## config.mk

```make
export PLATFORM = sky130hd
export DESIGN_NAME = abs_supervisor
export DESIGN_NICKNAME = d
export VERILOG_FILES = /design/src/pkg/abs_pkg.sv /design/src/hw/abs_uv_timer.sv /design/src/hw/abs_supervisor.sv
export SDC_FILE = /design/constraint.sdc
export NUM_CORES = 1
export LEC_CHECK = 0
export BUFFER_PORTS_ARGS = -buffer_cell sky130_fd_sc_hd__buf_2
export CORE_MARGIN = 2
export CORE_UTILIZATION = 35
export DETAILED_ROUTE_END_ITERATION = 7
export GPL_TIMING_DRIVEN = 0
export SLEW_MARGIN = 25
export SYNTH_ARGS = -nofsm -noshare
export SYNTH_HDL_FRONTEND = slang
export SYNTH_SLANG_ARGS = --single-unit
```

## constraint.sdc

```tcl
create_clock -name CLK -period 8.27 [get_ports CLK]
set_input_delay 0.4135 -clock CLK [delete_from_list [all_inputs] [get_ports CLK]]
set_output_delay 0.4135 -clock CLK [all_outputs]
set_load 0.03 [all_outputs]
```

## src/pkg/abs_pkg.sv

```systemverilog
/*
  Constants and carrier types for the adaptive boost supervisor.
  Assumes a single 50 MHz core clock and an analog stage that reports
  sink headroom and feedback comparator levels as plain logic levels.
*/
package abs_pkg;
  localparam int SINK_N = 6;
  localparam int TGT_W = 10;
  localparam logic [TGT_W-1:0] TGT_MIN = 10'h000;
  localparam logic [TGT_W-1:0] TGT_MAX = 10'h3ff;
  localparam int INIT_PCT = 88;
  localparam logic [TGT_W-1:0] TGT_INIT =
    TGT_W'(int'(TGT_MIN) + (int'(TGT_MAX) - int'(TGT_MIN)) * INIT_PCT / 100);
  localparam int CLK_NS = 20;
  localparam int SAMPLE_NS = 10000;
  localparam int SAMPLE_CYC = (SAMPLE_NS / CLK_NS < 1) ? 1 : SAMPLE_NS / CLK_NS;
  localparam int UV_TIMEOUT_MS = 110;
  localparam int UV_TIMEOUT_CYC = UV_TIMEOUT_MS * 1000000 / CLK_NS;
  localparam int UV_CNT_W = 23;
  localparam int SAMPLE_CNT_W = 10;
  // Flag vector positions
  localparam int FLAG_OVL = 0;
  localparam int FLAG_OVH = 1;
  localparam int FLAG_OCP = 2;
  localparam logic [SINK_N-1:0] MASK_ALL = 6'h3f;

  typedef enum logic {LOOP_INIT, LOOP_ADAPT} abs_loop_t;

  // Feedback comparator levels, as seen on the pins
  typedef struct packed {
    logic output_limit_low_event;
    logic output_limit_high_event;
    logic output_under_event;
  } abs_fb_t;

  typedef struct packed {
    logic boost_overcurrent_flag;
    logic boost_overvolt_high_flag;
    logic boost_overvolt_low_flag;
  } abs_flags_t;

  // Configuration code to set of used sink outputs
  function automatic logic [SINK_N-1:0] cfg_mask(input logic [2:0] code);
    unique case (code)
      3'h0: cfg_mask = 6'h3f;
      3'h1: cfg_mask = 6'h1f;
      3'h2: cfg_mask = 6'h0f;
      3'h3: cfg_mask = 6'h07;
      3'h4: cfg_mask = 6'h03;
      default: cfg_mask = MASK_ALL; // Grouped strings use every output
    endcase
  endfunction
endpackage

```

## src/hw/abs_uv_timer.sv

```systemverilog
/*
  Undervoltage overcurrent timer: counts while the undervoltage level
  stands and pulses once at expiry. Assumes run is already synchronous.
*/
`timescale 1ns/1ps
module abs_uv_timer import abs_pkg::*; #(
  parameter int unsigned TIMEOUT_CYC = UV_TIMEOUT_CYC
) (
  // Clock and reset
  input wire logic clk,
  input wire logic arst_n,
  // Control
  input wire logic run,
  output logic expired
);
  logic [UV_CNT_W-1:0] cnt_q;
  logic done_q;

  // Count up while run holds; any gap restarts the full interval
  always_ff @(posedge clk or negedge arst_n) begin
    if (!arst_n) begin
      cnt_q <= 23'h000000;
    end else if (!run) begin
      cnt_q <= 23'h000000;
    end else if (cnt_q != UV_CNT_W'(TIMEOUT_CYC)) begin
      cnt_q <= cnt_q + 23'h000001;
    end
  end

  // One pulse per undervoltage episode, not one per cycle past expiry
  always_ff @(posedge clk or negedge arst_n) begin
    if (!arst_n) begin
      done_q <= 1'b0;
    end else begin
      done_q <= run && (cnt_q == UV_CNT_W'(TIMEOUT_CYC));
    end
  end

  assign expired = run && (cnt_q == UV_CNT_W'(TIMEOUT_CYC)) && !done_q;
endmodule // abs_uv_timer

```

## src/hw/abs_supervisor.sv

```systemverilog
/*
  Adaptive boost supervisor: headroom-driven boost target, overvoltage
  and undervoltage handling, sticky status flags.
  Assumes comparator and headroom levels arrive from the analog stage
  asynchronously; config code, fault mask and clears come from logic
  on CLK.
*/
`timescale 1ns/1ps
module abs_supervisor import abs_pkg::*; #(
  parameter int unsigned UV_TIMEOUT = UV_TIMEOUT_CYC
) (
  // Clock and reset
  input wire logic CLK,
  input wire logic ARST_N,
  // Configuration and LED driver state
  input wire logic [2:0] STRING_CONFIG_SELECT,
  input wire logic [SINK_N-1:0] STRING_FAULT,
  input wire logic LED_ACTIVE,
  // Analog comparators (asynchronous)
  input wire logic [SINK_N-1:0] SINK_BELOW_HEADROOM,
  input wire abs_fb_t FEEDBACK_NODE,
  // Recovery handshake and software clears
  input wire logic RECOVERY_DONE,
  input wire abs_flags_t FLAG_CLEAR,
  // Outputs to the power stage
  output logic [TGT_W-1:0] BOOST_TARGET,
  output logic SWITCH_EN,
  output logic FAULT_RECOVERY,
  // Status
  output abs_flags_t STATUS_FLAGS
);
  localparam int SYNC_W = SINK_N + 3;

  logic [SYNC_W-1:0] sync1_q, sync2_q;
  logic [SYNC_W-1:0] sync_in;
  logic [SINK_N-1:0] below_s, monitored;
  abs_fb_t fb_s;
  abs_loop_t loop_q;
  logic [SAMPLE_CNT_W-1:0] tick_cnt_q;
  logic tick;
  logic [TGT_W-1:0] tgt_q;
  logic sw_en_q, fault_q, uv_expired;
  abs_flags_t flags_q;
  logic any_low;

  // Pin levels gathered in synchroniser order: sinks low, feedback high
  assign sync_in = {FEEDBACK_NODE, SINK_BELOW_HEADROOM};

  // Two-stage synchronisers, one per comparator bit
  genvar gi;
  generate
    for (gi = 0; gi < SYNC_W; gi++) begin : g_sync
      always_ff @(posedge CLK or negedge ARST_N) begin
        if (!ARST_N) begin
          sync1_q[gi] <= 1'b0;
          sync2_q[gi] <= 1'b0;
        end else begin
          sync1_q[gi] <= sync_in[gi];
          sync2_q[gi] <= sync1_q[gi];
        end
      end
    end
  endgenerate

  assign below_s = sync2_q[SINK_N-1:0];
  assign fb_s = abs_fb_t'(sync2_q[SYNC_W-1:SINK_N]);

  // Only configured, healthy strings steer the loop
  assign monitored = cfg_mask(STRING_CONFIG_SELECT) & ~STRING_FAULT;
  assign any_low = |(below_s & monitored);

  // Sample tick; a slow loop keeps steps behind the analog settling time
  always_ff @(posedge CLK or negedge ARST_N) begin
    if (!ARST_N) begin
      tick_cnt_q <= 10'h000;
    end else if (tick) begin
      tick_cnt_q <= 10'h000;
    end else begin
      tick_cnt_q <= tick_cnt_q + 10'h001;
    end
  end
  assign tick = (tick_cnt_q == SAMPLE_CNT_W'(SAMPLE_CYC - 1));

  // Loop mode: adapt only while the LED drivers run
  always_ff @(posedge CLK or negedge ARST_N) begin
    if (!ARST_N) begin
      loop_q <= LOOP_INIT;
    end else begin
      unique case (loop_q)
        LOOP_INIT: if (LED_ACTIVE) loop_q <= LOOP_ADAPT;
        LOOP_ADAPT: if (!LED_ACTIVE) loop_q <= LOOP_INIT;
      endcase
    end
  end

  // Boost target stepping
  always_ff @(posedge CLK or negedge ARST_N) begin
    if (!ARST_N) begin
      tgt_q <= TGT_INIT;
    end else if (loop_q == LOOP_INIT) begin
      tgt_q <= TGT_INIT;
    end else if (tick) begin
      if (any_low && tgt_q != TGT_MAX) begin
        tgt_q <= tgt_q + 10'h001;
      end else if (!any_low && tgt_q != TGT_MIN) begin
        tgt_q <= tgt_q - 10'h001;
      end
    end
  end

  // Undervoltage timer; a gap in the comparator restarts it
  abs_uv_timer #(.TIMEOUT_CYC(UV_TIMEOUT)) u_uv_timer (
    .clk(CLK),
    .arst_n(ARST_N),
    .run(fb_s.output_under_event && !fault_q),
    .expired(uv_expired)
  );

  // Fault recovery latch, released by the recovery sequencer
  always_ff @(posedge CLK or negedge ARST_N) begin
    if (!ARST_N) begin
      fault_q <= 1'b0;
    end else if (fb_s.output_limit_high_event || uv_expired) begin
      fault_q <= 1'b1;
    end else if (RECOVERY_DONE) begin
      fault_q <= 1'b0;
    end
  end

  // Gate switching; LED drivers are not touched by overvoltage-low
  always_ff @(posedge CLK or negedge ARST_N) begin
    if (!ARST_N) begin
      sw_en_q <= 1'b0;
    end else begin
      sw_en_q <= !fb_s.output_limit_low_event && !fb_s.output_limit_high_event
                 && !fault_q && !uv_expired;
    end
  end

  // Sticky flags: a set in the clear cycle wins
  always_ff @(posedge CLK or negedge ARST_N) begin
    if (!ARST_N) begin
      flags_q <= '0;
    end else begin
      flags_q.boost_overvolt_low_flag <= fb_s.output_limit_low_event
        || (flags_q.boost_overvolt_low_flag && !FLAG_CLEAR.boost_overvolt_low_flag);
      flags_q.boost_overvolt_high_flag <= fb_s.output_limit_high_event
        || (flags_q.boost_overvolt_high_flag && !FLAG_CLEAR.boost_overvolt_high_flag);
      flags_q.boost_overcurrent_flag <= uv_expired
        || (flags_q.boost_overcurrent_flag && !FLAG_CLEAR.boost_overcurrent_flag);
    end
  end

  assign BOOST_TARGET = tgt_q;
  assign SWITCH_EN = sw_en_q;
  assign FAULT_RECOVERY = fault_q;
  assign STATUS_FLAGS = flags_q;
endmodule // abs_supervisor

```

==> results.md <==
- Outcome: finished clean
- Worst slew pin tran: ~720 ps
- Via-to-Cell Ratio: 4.89
- Post-CTS sizing: 0
- Post-CTS Hold Buffers: 1
- DRC: 0
- Slew margin rel.: around half
- Met2 wire len: between 2 and 3 mm
- Pre-antenna DRT Iters: 4
- GR Overflow Total: 0
- First-pass GRT wire length: roughly 10 mm
- Initial antenna violation count: 0
- Post-Synthesis Cells: 311
- Final Power: 670 µW
- Peak supply drop: about 0.00011 V
- Share of layout cells above drive strength 1: 19.6%
- Total CTS buffers: 9
- Post-synth top area cell: dfrtp_1
- Sequential-to-total area share from yosys stat: ~53%
- Total GRT Usage: approximately an eighth
- Power per standard cell area: between 150 and 200 mW/mm²
- Post-Route Skew: 5.20 ps
- Reg-to-reg startpoint: below_s[4]
- Clock Latency Late Sink: between 300 and 400 ps
- Worst Hold Launch: FEEDBACK_NODE[0]
- Hold Crit Class: input pin to register
- Clock Path Buffers: 2
- Fill cell count: 847
- Area share of the largest cell type after synthesis: 49.9%
- Syn avg cell area: 10.3 µm²
- Number of global-route vias before repair: ~2.3k
- Synth Warn #: 0
- Nets: 400
- Core box area: 0.00881 mm²
- Top Ports: 40
- EDFF count, synth: 0
- Final hold violation count: 0
- Post-synthesis async set-or-reset flop share: 100%
- Highest Signal Layer: met4
- DR vias: 2326
- CTS tree: yes
- Crit-path max FO: 9
- Unrepaired setup endpoints after global routing: false
- # setup viols final: 0
- # clock sinks: between 60 and 70
- Leakage: 0.00171 µW
- Hpwl dp: 4.32 mm
- Root Driver: clkbuf_8
- Critical Path End Type: register
- Worst R2R Path Depth: 12
- Minimum clock period: 3180 ps
- Syn_nets: around 350
- Startpoint types: register
- Layout area overhead: 18.0%
- # diodes: 0
- Wl on met1: 2.81 mm
- Main synth FF type: dfrtp_1
- PortBufs: 39
- Fin crit share: 38.5%
- Setup TNS: 0 ps
- Clock transition at path regs: 80 ps
- Hold endpoint: sync1_q[6]
- Fmax: 314 MHz
- Req. time, crit path: approximately 8500 ps
- Kind of critical path: register to register
- Synth Register Bits: 68
- Die area: between 0.009 and 0.01 mm²
- Num rows: 34
- Met3 wire length: 209 µm
- Synthesized area: 0.00321 mm²
- Largest cells by area after synthesis: dfrtp_1 (50%), xor2_1 (5.7%), nand3_1 (4.5%), nor2_1 (4.4%), ha_1 (4.3%)
- Die Y: 99.8 µm
- Hold WS: 176 ps
- CP Data Arrival Time: 3450 ps
- Max-Cap Viols: 0
- Hold path depth: 1
- Die width: about 100 µm
- Distinct cell type count after synthesis: 42
- Largest net degree at the start of global routing: 54
- GP Congestion: 0.872
- Flop2flop setup slack: 5090 ps
- DR WL/cell: 12.4 µm
- Final ANT Viol Nets: 0
- Starting density of the core: a little over a third
- Pins Over Slew Limit: 0
- Starting DRT DRC Count: 62
- FF-to-FF End: BOOST_TARGET[9]
- Setup repair bufs after CTS: 0
- H-Tree Depth: 3
- Routed WL: 5.91 mm
## cells in the final DEF, fill, tap and decap left out, drive strengths merged, types with 2 or more instances in the layout
cell      count
clkinvlp      2
nor2         38
and4          2
and3          6
buf          45
nand3        29
nand2        24
clkbuf       12
nor3          5
a31oi         4
a21o          7
inv          18
ha           11
nor4          6
dfrtp        64
xnor2        15
and3b         2
o21ai        10
o32ai         2
a21oi        14
nand2b        3
dfstp         4
xor2         21
nand4         8
## kinds of logic (layout without fill, tap and decap cells)
kind of cell	Yosys count	in the layout	share of synthesized area, %
simple gates	131	131	20.8
flops	68	68	53.1
compound gates	40	40	7.67
xor+xnor	36	36	9.82
buf+inv	22	79	3.04
fa+ha+maj	12	12	4.91
mux	2	2	0.662
## per-stage QoR
step | utilization [%] | instances | setup slack [ps] | instance area [µm²]
2_1_floorplan | - | 311 | 5430 | 3210
3_3_place_gp | 40.2 | 458 | 4910 | 3540
3_5_place_dp | 40.6 | 459 | 4810 | 3570
4_1_cts | 43.0 | 476 | 5070 | 3790
5_1_grt | 43.0 | 476 | 4810 | 3790
6_report | 43.0 | 476 | 5090 | 3790
## sequential cells by signal, summed over array words and instances, names as in the netlist
name	cells
below_s	6
u_uv_timer.done_q	1
fb_s	3
SWITCH_EN	1
FAULT_RECOVERY	1
u_uv_timer.cnt_q	23
loop_q	1
sync1_q	9
BOOST_TARGET	10
tick_cnt_q	10
STATUS_FLAGS	3
## critical path, cell delays in order (launching register included)
cell and delay [ps]:
dfrtp_1 360, inv_1 50, o32ai_1 70, a222oi_1 600, nand2_1 120, nand2_1 310, ha_1 280, nand4_1 120
a21oi_1 140, and3b_1 220, o21ai_0 250, mux2i_1 240, mux2_2 350
## how the worst max path moves through the flow
stage / startpoint / endpoint / depth (start not counted)
final: below_s[4] / BOOST_TARGET[9] / 12
after global routing: below_s[4] / BOOST_TARGET[9] / 12
after CTS: below_s[4] / BOOST_TARGET[9] / 12
after detailed placement: STRING_CONFIG_SELECT[1] / BOOST_TARGET[9] / 13
after global placement: STRING_CONFIG_SELECT[1] / BOOST_TARGET[9] / 13
after floorplan: STRING_CONFIG_SELECT[1] / BOOST_TARGET[9] / 12
## report_power, final
group	switching (µW)	leakage [µW]	internal, µW
Sequential	3.23	0.000867	339
Combinational	28.3	0.000745	18.9
Clock	137	0.0000988	144
## area by class of cell
type,count,area [µm²],area share [%]
clock buffer,9,124,3.27
sequential,68,1710,45.0
tap,108,135,3.57
buffer,8,45.0,1.19
timing repair buffer,41,235,6.21
inverter,14,52.6,1.39
multi-input combinational,221,1410,37.2
clock inverter,7,82.6,2.18
## cell usage after synthesis, types with 5 or more instances
cell     number
o21ai_0       9
nor3_1        5
nor2_1       38
a21o_1        7
xor2_1       21
nand2_1      24
inv_1        14
nand3_1      29
and3_1        6
dfrtp_1      64
ha_1         11
xnor2_1      15
a21oi_1      13
nand4_1       8
## per-layer routing
layer  up-vias  track usage (%)
met5         -                0
met1      1105             17.0
li1       1176                -
met2        35             20.9
met4         0             5.48
met3        10             3.41
Power figures use the tool's default switching activity.
